`config.mk`:
```
export PLATFORM = sky130hd
export DESIGN_NAME = lmsc_ctrl
export DESIGN_NICKNAME = d
export VERILOG_FILES = /design/src/core/lmsc_pkg.sv /design/src/core/lmsc_step_timer.sv /design/src/core/lmsc_ctrl.sv
export SDC_FILE = /design/constraint.sdc
export NUM_CORES = 2
export LEC_CHECK = 0
export BUFFER_PORTS_ARGS = -buffer_cell sky130_fd_sc_hd__buf_2
export CAP_MARGIN = 20
export CORE_MARGIN = 5
export CORE_UTILIZATION = 66
export CTS_BUF_LIST = sky130_fd_sc_hd__clkbuf_8
export DETAILED_ROUTE_END_ITERATION = 10
export PLACE_DENSITY = 0.95
export SLEW_MARGIN = 5
export SYNTH_ARGS = -nofsm -noshare
export SYNTH_HDL_FRONTEND = slang
export SYNTH_SLANG_ARGS = --single-unit
```
`constraint.sdc`:
```
create_clock -name core_clk -period 16.15 [get_ports core_clk]
set_input_delay 2.4225 -clock core_clk [delete_from_list [all_inputs] [get_ports core_clk]]
set_output_delay 2.4225 -clock core_clk [all_outputs]
set_load 0.02 [all_outputs]
```
`src/core/lmsc_pkg.sv`:
```
// Purpose: shared constants and types of the scroll/current control bank
// Assumes: core_clk at 10 MHz, registers byte wide
// Notes: rule summary below travels with the constants
// What this block does
// (RULE1) up bit alone scrolls bottom toward top
// (RULE2) down bit alone scrolls top toward bottom
// (RULE3) right bit alone scrolls left toward right
// (RULE4) left bit alone scrolls leftward; resets to one
// (RULE5) step time code n gives (n+1) x 0.1 s
// (RULE6) zero or several direction bits disable scrolling
// (RULE7) conflict before start keeps normal display
// (RULE8) conflict while scrolling stops scrolling at once
// (RULE9) direction change applies from next frame
// (RULE10) one column or row shifted per step
// (RULE11) registers answer only when map select is zero
// (RULE12) soft reset bit self clears after two clocks
// (RULE13) without running clock soft reset stays set
// (RULE14) per column bit: matrix or constant current
// (RULE15) constant current level from first row LED
// (RULE16) full scale code: 15, 20, 25, 30 mA
// (RULE17) current step is full scale over fifteen
// (RULE18) constant current columns use same full scale
// (RULE19) scroll starts only with matrix and scroll enable
// (RULE20) soft reset restores defaults, idles display
package lmsc_pkg;
  // ----------------------------------------------------------------
  // register offsets
  // ----------------------------------------------------------------
  localparam logic [7:0] ADDR_SCROLL_CONFIG = 8'h0b;
  localparam logic [7:0] ADDR_SOFT_RESET = 8'h0d;
  localparam logic [7:0] ADDR_COL_HIGH = 8'h10;
  localparam logic [7:0] ADDR_COL_MID = 8'h11;
  localparam logic [7:0] ADDR_COL_LOW = 8'h12;
  localparam logic [7:0] ADDR_CURRENT = 8'h13;
  // ----------------------------------------------------------------
  // field positions
  // ----------------------------------------------------------------
  localparam int UP_BIT = 6;
  localparam int DOWN_BIT = 5;
  localparam int RIGHT_BIT = 4;
  localparam int LEFT_BIT = 3;
  localparam int TIME_MSB = 2;
  localparam int SOFT_RESET_BIT_BIT = 0;
  // ----------------------------------------------------------------
  // reset values
  // ----------------------------------------------------------------
  localparam logic [6:0] SCROLL_CONFIG_RST = 7'h08;
  localparam logic [16:0] COL_MODE_RST = 17'h00000;
  localparam logic [1:0] CURRENT_RST = 2'h1;
  // ----------------------------------------------------------------
  // timing and geometry
  // ----------------------------------------------------------------
  localparam int CLK_PERIOD_NS = 100;
  localparam int SCROLL_UNIT_NS = 100_000_000;
  localparam int SCROLL_UNIT_CYCLES = SCROLL_UNIT_NS / CLK_PERIOD_NS;
  localparam logic [1:0] SOFT_RESET_BIT_CLOCKS = 2'h2;
  localparam int NUM_COLS = 17;
  localparam int NUM_ROWS = 7;
  // ----------------------------------------------------------------
  // currents in microamps
  // ----------------------------------------------------------------
  localparam logic [14:0] FS_CODE0_UA = 15'd15000;
  localparam logic [14:0] FS_CODE1_UA = 15'd20000;
  localparam logic [14:0] FS_CODE2_UA = 15'd25000;
  localparam logic [14:0] FS_CODE3_UA = 15'd30000;
  localparam logic [14:0] STEP_DIVISOR = 15'd15;
  // ----------------------------------------------------------------
  // types
  // ----------------------------------------------------------------
  typedef enum logic [1:0] {
    DIR_LEFT = 2'b00,
    DIR_RIGHT = 2'b01,
    DIR_UP = 2'b10,
    DIR_DOWN = 2'b11
  } lmsc_dir_type;
  typedef enum logic [0:0] {
    ST_IDLE = 1'b0,
    ST_RUN = 1'b1
  } lmsc_state_type;
endpackage : lmsc_pkg

```
`src/core/lmsc_step_timer.sv`:
```
// Purpose: interval timer giving one pulse per scroll step
// Assumes: limit is stable while run is high
// Notes: restarts from zero whenever run drops
`timescale 1ns/10ps
module lmsc_step_timer #(
  parameter int CNT_W = 24
) (
  input wire logic core_clk,
  input wire logic rst_n,
  input wire logic run,
  input wire logic [CNT_W-1:0] limit,
  output logic tick
);
  import lmsc_pkg::*;

  logic [CNT_W-1:0] cnt; // cycles into the current step
  logic [CNT_W-1:0] next_cnt;
  logic next_tick;

  // ----------------------------------------------------------------
  // count toward the limit
  // ----------------------------------------------------------------
  always_comb begin
    next_cnt = '0;
    next_tick = 1'b0;
    if (run) begin
      // pulse on the last cycle of the interval
      if (cnt >= limit - CNT_W'(1)) begin
        next_tick = 1'b1;
      end else begin
        next_cnt = cnt + CNT_W'(1);
      end
    end
  end

  // registers only
  always_ff @(posedge core_clk or negedge rst_n) begin
    if (!rst_n) begin
      cnt <= '0;
      tick <= 1'b0;
    end else begin
      cnt <= next_cnt;
      tick <= next_tick;
    end
  end
endmodule : lmsc_step_timer

```
`src/core/lmsc_ctrl.sv`:
```
// Purpose: scroll, soft reset, column drive and current range bank
// Assumes: register port and enables come from logic on core_clk
// Notes: external reference clock arrives as a pin and is synchronised
`timescale 1ns/10ps
module lmsc_ctrl #(
  parameter int unsigned SCROLL_UNIT = lmsc_pkg::SCROLL_UNIT_CYCLES
) (
  input wire logic core_clk,
  input wire logic rst_n,
  input wire logic reg_wr_en,
  input wire logic reg_rd_en,
  input wire logic [7:0] reg_addr,
  input wire logic [7:0] reg_wdata,
  output logic [7:0] reg_rdata,
  input wire logic register_map_select,
  input wire logic matrix_enable,
  input wire logic scroll_enable,
  input wire logic [1:0] display_ram_select,
  input wire logic external_clock_select,
  input wire logic int_osc_tick,
  input wire logic ext_clk_pin,
  input wire logic [4*lmsc_pkg::NUM_COLS-1:0] first_row_brightness,
  output logic soft_reset_active,
  output logic scroll_active,
  output lmsc_pkg::lmsc_dir_type scroll_dir,
  output logic [4:0] scroll_offset,
  output logic scroll_shift,
  output logic frame_done,
  output logic [1:0] shown_ram_select,
  output logic [lmsc_pkg::NUM_COLS-1:0] column_const_mode,
  output logic [14:0] full_scale_ua,
  output logic [10:0] step_current_ua,
  output logic [15*lmsc_pkg::NUM_COLS-1:0] column_current_ua
);
  import lmsc_pkg::*;

  // ----------------------------------------------------------------
  // helpers
  // ----------------------------------------------------------------
  // full scale current from the range code
  function automatic logic [14:0] fs_of(input logic [1:0] code);
    case (code)
      2'h0: fs_of = FS_CODE0_UA;
      2'h1: fs_of = FS_CODE1_UA;
      2'h2: fs_of = FS_CODE2_UA;
      default: fs_of = FS_CODE3_UA;
    endcase
  endfunction : fs_of

  // direction from the four one-hot bits
  function automatic lmsc_dir_type dir_of(input logic [6:0] cfg);
    if (cfg[UP_BIT]) dir_of = DIR_UP;
    else if (cfg[DOWN_BIT]) dir_of = DIR_DOWN;
    else if (cfg[RIGHT_BIT]) dir_of = DIR_RIGHT;
    else dir_of = DIR_LEFT;
  endfunction : dir_of

  // ----------------------------------------------------------------
  // external clock synchroniser
  // ----------------------------------------------------------------
  logic ext_s1; // first stage, read by ext_s2 only
  logic ext_s2;
  logic ext_s3; // history for the edge detector
  always_ff @(posedge core_clk or negedge rst_n) begin
    if (!rst_n) begin
      ext_s1 <= 1'b0;
      ext_s2 <= 1'b0;
      ext_s3 <= 1'b0;
    end else begin
      ext_s1 <= ext_clk_pin;
      ext_s2 <= ext_s1;
      ext_s3 <= ext_s2;
    end
  end

  logic act_tick; // one edge of whichever clock runs the display
  assign act_tick = external_clock_select ? (ext_s2 & ~ext_s3)
                                          : int_osc_tick;

  // ----------------------------------------------------------------
  // access qualification
  // ----------------------------------------------------------------
  logic wr_ok; // map select must be zero [RULE11]
  logic rd_ok;
  assign wr_ok = reg_wr_en & ~register_map_select; // [RULE11]
  assign rd_ok = reg_rd_en & ~register_map_select; // [RULE11]

  // ----------------------------------------------------------------
  // soft reset bit
  // ----------------------------------------------------------------
  logic [1:0] soft_reset_bit_cnt; // active clock edges seen while set
  logic [1:0] next_soft_reset_bit_cnt;
  logic next_soft_reset_bit;
  logic soft_reset_bit_set;
  assign soft_reset_bit_set = wr_ok & (reg_addr == ADDR_SOFT_RESET)
                    & reg_wdata[SOFT_RESET_BIT_BIT];

  always_comb begin
    next_soft_reset_bit = soft_reset_active;
    next_soft_reset_bit_cnt = soft_reset_bit_cnt;
    if (soft_reset_bit_set) begin
      // a new write wins over the self clear
      next_soft_reset_bit = 1'b1;
      next_soft_reset_bit_cnt = 2'h0;
    end else if (soft_reset_active && act_tick) begin
      if (soft_reset_bit_cnt == SOFT_RESET_BIT_CLOCKS - 2'h1) begin
        next_soft_reset_bit = 1'b0; // [RULE12]
        next_soft_reset_bit_cnt = 2'h0;
      end else begin
        next_soft_reset_bit_cnt = soft_reset_bit_cnt + 2'h1; // [RULE12]
      end
    end
    // no clock edge: bit simply holds [RULE13]
  end

  always_ff @(posedge core_clk or negedge rst_n) begin
    if (!rst_n) begin
      soft_reset_active <= 1'b0;
      soft_reset_bit_cnt <= 2'h0;
    end else begin
      soft_reset_active <= next_soft_reset_bit;
      soft_reset_bit_cnt <= next_soft_reset_bit_cnt;
    end
  end

  // ----------------------------------------------------------------
  // control registers
  // ----------------------------------------------------------------
  logic [6:0] scroll_cfg; // direction bits and step time
  logic [1:0] cur_sel; // full scale code
  logic [6:0] next_scroll_cfg;
  logic [NUM_COLS-1:0] next_col_mode;
  logic [1:0] next_cur_sel;

  always_comb begin
    next_scroll_cfg = scroll_cfg;
    next_col_mode = column_const_mode;
    next_cur_sel = cur_sel;
    if (soft_reset_active) begin
      // soft reset returns everything to defaults [RULE20]
      next_scroll_cfg = SCROLL_CONFIG_RST; // [RULE4] [RULE5]
      next_col_mode = COL_MODE_RST; // [RULE14]
      next_cur_sel = CURRENT_RST; // [RULE16]
    end else if (wr_ok) begin
      case (reg_addr)
        ADDR_SCROLL_CONFIG: next_scroll_cfg = reg_wdata[6:0];
        ADDR_COL_HIGH: next_col_mode[16:9] = reg_wdata; // [RULE14]
        ADDR_COL_MID: next_col_mode[8:1] = reg_wdata; // [RULE14]
        ADDR_COL_LOW: next_col_mode[0] = reg_wdata[0]; // [RULE14]
        ADDR_CURRENT: next_cur_sel = reg_wdata[1:0];
        default: ; // other offsets belong elsewhere
      endcase
    end
  end

  always_ff @(posedge core_clk or negedge rst_n) begin
    if (!rst_n) begin
      scroll_cfg <= SCROLL_CONFIG_RST; // [RULE4]
      column_const_mode <= COL_MODE_RST;
      cur_sel <= CURRENT_RST;
    end else begin
      scroll_cfg <= next_scroll_cfg;
      column_const_mode <= next_col_mode;
      cur_sel <= next_cur_sel;
    end
  end

  // ----------------------------------------------------------------
  // read port
  // ----------------------------------------------------------------
  logic [7:0] next_rdata;
  always_comb begin
    next_rdata = reg_rdata; // holds until the next read
    if (rd_ok) begin
      case (reg_addr)
        ADDR_SCROLL_CONFIG: next_rdata = {1'b0, scroll_cfg};
        ADDR_SOFT_RESET: next_rdata = {7'h00, soft_reset_active};
        ADDR_COL_HIGH: next_rdata = column_const_mode[16:9];
        ADDR_COL_MID: next_rdata = column_const_mode[8:1];
        ADDR_COL_LOW: next_rdata = {7'h00, column_const_mode[0]};
        ADDR_CURRENT: next_rdata = {6'h00, cur_sel};
        default: next_rdata = 8'h00; // unmapped reads zero
      endcase
    end
  end

  always_ff @(posedge core_clk or negedge rst_n) begin
    if (!rst_n) reg_rdata <= 8'h00;
    else reg_rdata <= next_rdata;
  end

  // ----------------------------------------------------------------
  // scroll sequencer
  // ----------------------------------------------------------------
  logic dir_ok; // exactly one direction bit set [RULE6]
  logic go; // all conditions to run
  logic step_tick; // from the interval timer
  logic [23:0] step_limit;
  lmsc_state_type state;
  lmsc_state_type next_state;
  lmsc_dir_type next_dir;
  logic [4:0] next_offset;
  logic [4:0] last_pos;
  logic next_shift;
  logic next_frame_done;
  logic [1:0] scroll_ram; // ram frozen at scroll start
  logic [1:0] next_scroll_ram;
  logic [1:0] next_shown;

  assign dir_ok = $onehot({scroll_cfg[UP_BIT], scroll_cfg[DOWN_BIT],
                           scroll_cfg[RIGHT_BIT], scroll_cfg[LEFT_BIT]});
  // enables, a clean direction and no soft reset [RULE19] [RULE6]
  assign go = matrix_enable & scroll_enable & dir_ok & ~soft_reset_active;
  // code n lasts n+1 units [RULE5]
  assign step_limit = 24'(({29'h0, scroll_cfg[TIME_MSB:0]} + 32'd1)
                          * SCROLL_UNIT);
  // columns for sideways, rows for vertical [RULE10]
  assign last_pos = (scroll_dir == DIR_LEFT || scroll_dir == DIR_RIGHT)
                    ? 5'(NUM_COLS - 1) : 5'(NUM_ROWS - 1);

  lmsc_step_timer #(
    .CNT_W(24)
  ) u_timer (
    .core_clk(core_clk),
    .rst_n(rst_n),
    .run(scroll_active),
    .limit(step_limit),
    .tick(step_tick)
  );

  always_comb begin
    next_state = state;
    next_dir = scroll_dir;
    next_offset = scroll_offset;
    next_shift = 1'b0;
    next_frame_done = 1'b0;
    next_scroll_ram = scroll_ram;
    case (state)
      ST_IDLE: begin
        // a conflict here never starts anything [RULE7]
        if (go) begin
          next_state = ST_RUN;
          next_dir = dir_of(scroll_cfg); // [RULE1] [RULE2] [RULE3] [RULE4]
          next_offset = 5'h00;
          next_scroll_ram = display_ram_select;
        end
      end
      ST_RUN: begin
        if (!go) begin
          // stop at once, back to normal display [RULE8] [RULE6]
          next_state = ST_IDLE;
          next_offset = 5'h00;
        end else if (step_tick) begin
          next_shift = 1'b1; // one line per step [RULE10]
          if (scroll_offset == last_pos) begin
            next_offset = 5'h00;
            next_frame_done = 1'b1;
            // new direction only from the next frame [RULE9]
            next_dir = dir_of(scroll_cfg);
          end else begin
            next_offset = scroll_offset + 5'h01; // [RULE10]
          end
        end
      end
      default: next_state = ST_IDLE;
    endcase
    // display shows idle ram during soft reset [RULE20]
    if (soft_reset_active) next_shown = 2'h0;
    else if (next_state == ST_RUN) next_shown = next_scroll_ram;
    else next_shown = display_ram_select; // [RULE6]
  end

  always_ff @(posedge core_clk or negedge rst_n) begin
    if (!rst_n) begin
      state <= ST_IDLE;
      scroll_active <= 1'b0;
      scroll_dir <= DIR_LEFT;
      scroll_offset <= 5'h00;
      scroll_shift <= 1'b0;
      frame_done <= 1'b0;
      scroll_ram <= 2'h0;
      shown_ram_select <= 2'h0;
    end else begin
      state <= next_state;
      scroll_active <= (next_state == ST_RUN);
      scroll_dir <= next_dir;
      scroll_offset <= next_offset;
      scroll_shift <= next_shift;
      frame_done <= next_frame_done;
      scroll_ram <= next_scroll_ram;
      shown_ram_select <= next_shown;
    end
  end

  // ----------------------------------------------------------------
  // current scaling
  // ----------------------------------------------------------------
  logic [14:0] next_fs;
  logic [10:0] next_step;
  always_comb begin
    next_fs = fs_of(cur_sel); // [RULE16]
    next_step = 11'(fs_of(cur_sel) / STEP_DIVISOR); // [RULE17]
  end

  always_ff @(posedge core_clk or negedge rst_n) begin
    if (!rst_n) begin
      full_scale_ua <= FS_CODE1_UA;
      step_current_ua <= 11'h000;
    end else begin
      full_scale_ua <= next_fs;
      step_current_ua <= next_step;
    end
  end

  // per column drive, first row brightness times the step
  logic [15*NUM_COLS-1:0] next_col_cur; // one slice per column
  genvar gi;
  generate
    for (gi = 0; gi < NUM_COLS; gi++) begin : g_col
      logic [14:0] next_cur;
      always_comb begin
        next_cur = 15'h0000;
        if (column_const_mode[gi]) begin
          // same full scale as the matrix [RULE15] [RULE18]
          // widened first so 2000 x 15 cannot wrap
          next_cur = {4'h0, step_current_ua}
                     * {11'h000, first_row_brightness[4*gi +: 4]};
        end
      end
      assign next_col_cur[15*gi +: 15] = next_cur;
    end
  endgenerate

  // one register process for all columns, so one writer per variable
  always_ff @(posedge core_clk or negedge rst_n) begin
    if (!rst_n) column_current_ua <= '0;
    else column_current_ua <= next_col_cur;
  end
endmodule : lmsc_ctrl

```
Word level (Yosys, flattened, before mapping)
Cells that the tools add are included.
- divide/modulo/power cells: 1
- equality and inequality tests: 17
- reduce and logical (&&, ||, !) cells: 20
- add/sub/neg operators: 8
- bitwise logic cells: 12
- multipliers: 18
- muxes and demuxes: 67
- $lt $le $gt $ge: 1
- operator list (kind ; count):
    multiplier 11 x 4 -> 15 bit ; 17
    2-to-1 mux 15 bit ; 17
    2-to-1 mux 24 bit ; 2
    one-hot mux 8 bit (6 select lines) ; 1
    one-hot mux 15 bit (3 select lines) ; 1
    2-to-1 mux 17 bit ; 2
    equality test 8 x 5 -> 1 bit (second input constant) ; 4
    2-to-1 mux 2 bit ; 16
    2-to-1 mux 5 bit ; 5
    adder 24 x 1 -> 24 bit (second input constant) ; 1
    >= comparator 24 bit ; 1
    subtractor 24 x 1 -> 24 bit (second input constant) ; 1
    2-to-1 mux 7 bit ; 3
    multiplier 4 x 14 -> 18 bit (second input constant) ; 1
    equality test 8 x 4 -> 1 bit (second input constant) ; 2
    2-to-1 mux 1 bit ; 16
    2-to-1 mux 8 bit ; 2
    nonzero test 2 bit ; 8
    divider 15 x 4 -> 15 bit (second input constant) ; 1
    AND reduction 2 bit ; 7
    one-hot mux 5 bit (2 select lines) ; 1
    bitwise AND 1 bit ; 8
    equality test 2 x 1 -> 1 bit (second input constant) ; 3
    adder 5 x 1 -> 5 bit (second input constant) ; 1
    other kinds (16) ; 23
- register bits: 360
- bits of input ports: 96
- output and inout bits: 319

Longest topological paths before layout
- depth after elaboration: 9
- gate-level depth with buffers: 21

By module
From an unflattened synthesis, not the netlist that was laid out.
- cells, all modules: 4025
- area total of the unflattened synthesis: 36234.8 sq um
- modules (own cells, without submodules) (module ; instances ; cells an instance ; area an instance (sq um)):
    lmsc_ctrl ; 1 ; 3769 ; 34025.1
    lmsc_step_timer ; 1 ; 256 ; 2209.6

Worst setup path before layout
No wires, ideal clock.
- path type: input -> register
- start point: input first_row_brightness[51] (netlist bit)
- end point: register column_current_ua[192] (netlist bit)
- arrival time: 5.492 ns
- path buffers: 1
- library setup time: 0.119 ns
- setup slack: 10.539 ns
- stages on the path: 11
- cells stage by stage: clkbuf_1 nand2_1 fa_1 fa_1 fa_1 and2b_1 o31ai_1 a2111oi_0 nor3_1 xnor2_1 and2_1
- cells in the longest elaborated chain, start to end: 2
- RTL lines (item ; RTL line ; text):
    from (decl) ; lmsc_ctrl.sv:22 ; input wire logic [4*lmsc_pkg::NUM_COLS-1:0] first_row_brightness,
    multiplier 11 x 4 -> 15 bit ; lmsc_ctrl.sv:327 ; * {11'h000, first_row_brightness[4*gi +: 4]};
    2-to-1 mux 15 bit ; lmsc_ctrl.sv:323 ; if (column_const_mode[gi]) begin
    named net g_col[12].next_cur[12] ; lmsc_ctrl.sv:320 ; logic [14:0] next_cur;
    to (signal assigned) ; lmsc_ctrl.sv:337 ; else column_current_ua <= next_col_cur;
    to (decl) ; lmsc_ctrl.sv:33 ; output logic [15*lmsc_pkg::NUM_COLS-1:0] column_current_ua
The timed path passes the listed nets, and every way through them passes these cells.
A chain may end at the register's enable or synchronous reset.

Worst setup path in the final report
- start point: register scroll_cfg[0]
- end point: register u_timer.cnt[10]
- cells in the longest elaborated chain, start to end: 6
- RTL lines (item ; RTL line ; text):
    from (decl) ; lmsc_ctrl.sv:129 ; logic [6:0] scroll_cfg;
    from (signal assigned) ; lmsc_ctrl.sv:162 ; scroll_cfg <= next_scroll_cfg;
    adder 3 x 1 -> 4 bit ; lmsc_ctrl.sv:215 ; assign step_limit = 24'(({29'h0, scroll_cfg[TIME_MSB:0]} + 32'd1)
    multiplier 4 x 14 -> 18 bit ; lmsc_ctrl.sv:216 ; * SCROLL_UNIT);
    subtractor 24 x 1 -> 24 bit ; lmsc_step_timer.sv:28 ; if (cnt >= limit - CNT_W'(1)) begin
    >= comparator 24 bit ; lmsc_step_timer.sv:28 ;
    2-to-1 mux 24 bit ; lmsc_step_timer.sv:28 ;
    2-to-1 mux 24 bit ; lmsc_step_timer.sv:26 ; if (run) begin
    named net u_timer.next_cnt[10] ; lmsc_step_timer.sv:17 ; logic [CNT_W-1:0] next_cnt;
    to (signal assigned) ; lmsc_step_timer.sv:42 ; cnt <= next_cnt;
    to (decl) ; lmsc_step_timer.sv:16 ; logic [CNT_W-1:0] cnt;
The timed path passes the listed nets, and every way through them passes these cells.

==> results.py <==
metrics = {
    "status": {
        "status": "finished clean",
    },
    "yosys": {
        "syn_inst": 3716,
        "ys_seq_elements": 349,
        "synth_top_area_share_pct": 25.48,
        "synth_edf_count": 0,
        "synth_top_area_cell": "dfrtp_1",
        "synthTopCellsByArea": "dfrtp_1 25%, fa_1 18%, ha_1 14%, nand2_1 5.9%, and2_1 5.5%",
        "yosys_warnings": 0,
        "ys.flop_type": "dfrtp_1",
        "synth.distinct_cells": 75,
        "ys_seq_area_share_pct": 25.87,
        "synth_area_um2": 33780,
        "ys_async_sr_fraction_pct": 100.0,
        "post_synth.cell_area_avg_um2": 9.090,
    },
    "global_route": {
        "grt_use_met2_pct": 53.41,
        "gr-usage-all-layers_pct": 31.76,
        "antenna_found_initial": 14,
        "grt_max_degree": 80,
        "grtUsageMet3_pct": 7.085,
        "grt_pass1_wl_mm": 146.2,
        "busiest_layer": "met2",
        "globalRoute.totalOverflow": 0,
        "grt_pass1_vias": 29380,
        "grt_use_met1_pct": 39.52,
    },
    "detailed_routing": {
        "drtAntennaViolNets": 0,
        "vias": 28180,
        "viasPerCell": 5.873,
        "drt_pass1_iterations": 7,
        "wl_per_cell_um": 18.63,
        "drc": 0,
        "drt_iter0_drc": 2107,
        "drt-total-wl_mm": 89.40,
    },
    "cts": {
        "cts_resized": 0,
        "path_clk_slew_ps": 70,
        "clk_latency_ps": 690,
        "ctsLongestPathBuffers": 3,
        "hold_buffers": 0,
        "cts_sinks": 349,
        "htree_levels": 2,
        "cts_root_buffer": "clkbuf_8",
        "numCtsBuffers": 58,
        "cts_tree": "done",
        "post_cts_buffers": 0,
    },
    "timing": {
        "min_period_ps": 6565,
        "timing.hold.ws_ps": 351.2,
        "slew_headroom_pct": 29.10,
        "finalCritPeriodShare_pct": 40.65,
        "setup_viol_count_final": 0,
        "timing.fmax_mhz": 152.3,
        "tightest_slew_ps": 1064,
        "skew_ps": 48.76,
        "hold_viol_final": 0,
        "slew_violations": 0,
        "worst_slack_ps": 9585,
        "rsz0062_at_grt": "false",
        "setup-tns-final_ps": 0,
    },
    "critical_path": {
        "crit_fanout": 24,
        "reg2reg_to": "u_timer.cnt[10]",
        "crit_path_end": "u_timer.cnt[10]",
        "cp.required_ps": 16670,
        "path_class": "flop to flop",
        "r2r_cells": 18,
        "critical_path.startpoint": "scroll_cfg[0]",
        "cp_data_arrival_time_ps": 7080,
        "regToRegSetupSlack_ps": 9580,
        "critPathLaunchType": "flop",
        "timing.rr.start": "scroll_cfg[0]",
        "crit_path_end_kind": "flop",
    },
    "pwr": {
        "power_frac_comb_pct": 72.6,
        "p_int_mw": 3.553,
        "p_seq_share_pct": 14.6,
        "switching_share_pct": 49.45,
        "pwr_density_cell_nw_per_um2": 186.6,
        "p_switching_mw": 3.475,
        "vdd_drop_max_mv": 0.1685,
        "pwr-share-clk_pct": 12.7,
        "leakagePower_nw": 20.87,
    },
    "job": {
        "maxCapViolCount": 0,
    },
    "placed_design": {
        "hpwl_mm": 66.29,
        "portBuffers": 410,
        "dpl_cell_area_um2": 36280,
        "pre_cts_ws_ps": 9726,
        "globalplace.congestion": 0.9223,
    },
    "floorplanning": {
        "core_um2": 50990,
        "row_count": 83,
        "die_w_um": 236.2,
        "die_area_um2": 55800,
        "boundaryPins": 415,
        "start_util_pct": 66.25,
        "die_h_um": 236.2,
    },
    "layout": {
        "layout-drive-gt1-share_pct": 14.20,
        "nets": 4838,
        "layout_common_cells": "533 x nand2_1, 500 x inv_1, 409 x buf_2, 370 x ha_1, 335 x dfrtp_1",
        "mostFrequentLayoutCell": "nand2_1",
        "stdcell_area_um2": 37650,
        "syn_to_final_growth_pct": 11.48,
    },
    "hold_path": {
        "hp-class": "flop to flop",
        "min_from": "ext_s1",
    },
}
-- cell families (layout without fill, tap and decap cells) --
group	after synthesis	after routing	synth area share [%]
AOI/OAI and AO/OA	499	499	9.734
and+or+nand+nor	1339	1339	19.40
adders and majority gates	682	682	32.20
DFF	349	349	25.87
buffers and inverters	651	1039	7.423
muxes	52	52	1.611
xor gates and xnor gates	143	143	3.749
other	1	16	0.01110
-- power groups by stage --
stage / logic, mW / registers (mW) / clock network (mW)
2_1_floorplan: 3.91 / 1.02 / 0
3_3_place_gp: 4.70 / 1.04 / 0
3_5_place_dp: 4.96 / 1.04 / 0
4_1_cts: 5.05 / 1.03 / 0.909
5_1_grt: 5.72 / 1.04 / 0.948
6_report: 5.10 / 1.03 / 0.896
-- flip-flops by register name, indices dropped and copies added, names as in the netlist, 2 cells and up --
register            cells
u_timer.cnt            24
column_current_ua     255
column_const_mode      17
scroll_offset           5
cur_sel                 2
reg_rdata               8
scroll_cfg              7
scroll_dir              2
step_current_ua         8
shown_ram_select        2
full_scale_ua           7
soft_reset_bit_cnt      2
scroll_ram              2
-- cells in the mapped netlist (54+ instances only) --
cell type,n
nor2b_1,56
xnor2_1,82
and2_1,298
inv_1,487
xor2_1,60
nor2_1,192
clkbuf_1,133
dfrtp_1,344
o21a_1,62
ha_1,370
o21ai_0,113
a21oi_1,123
nor3_1,54
fa_1,312
nand2_1,533
-- worst max-delay path, cell delays in order, from the launching register on --
cell	delay (ps)
dfrtp_1	700
inv_1	320
ha_1	590
inv_1	180
fa_1	510
fa_1	560
inv_1	50
ha_1	330
a21o_1	160
a21oi_1	220
xor2_1	140
nor4_2	290
xnor3_1	370
ha_1	300
nand4_1	110
nor3_1	360
nand4_1	200
o2111ai_2	870
nor2_1	130
-- per-layer routing --
layer  share of wire, %  routed length [um]
met5              0.041                  37
met4                4.2                3765
met3                8.6                7667
met2                 49               43860
met1                 38               34060
-- through the flow --
step	util (%)	power (mW)	cells
global route	73.83	7.708	4795
detailed placement	71.15	6.003	4679
global placement	71.15	5.741	4679
finish	73.85	7.028	4799
floorplan	-	4.931	3719
CTS	73.73	6.981	4786
-- worst min path at each step --
stage,slack (ps),cells after the start,to
finish,350,0,ext_s2
global route,350,0,ext_s2
floorplan,330,0,ext_s2
CTS,350,0,ext_s2
detailed placement,340,0,ext_s2
global placement,340,0,ext_s2
-- final cells by class --
| type | instances | area (um2) |
|---|---|---|
| multi-input combinational | 2719 | 22550 |
| fill | 3330 | 13340 |
| sequential | 349 | 8753 |
| timing repair buffer | 440 | 2307 |
| inverter | 492 | 1847 |
| clock buffer | 71 | 977.2 |
| tap | 680 | 850.8 |
| clock inverter | 36 | 340.3 |
| antenna | 12 | 30.03 |
Note: power is estimated with default switching activity, not from simulation.
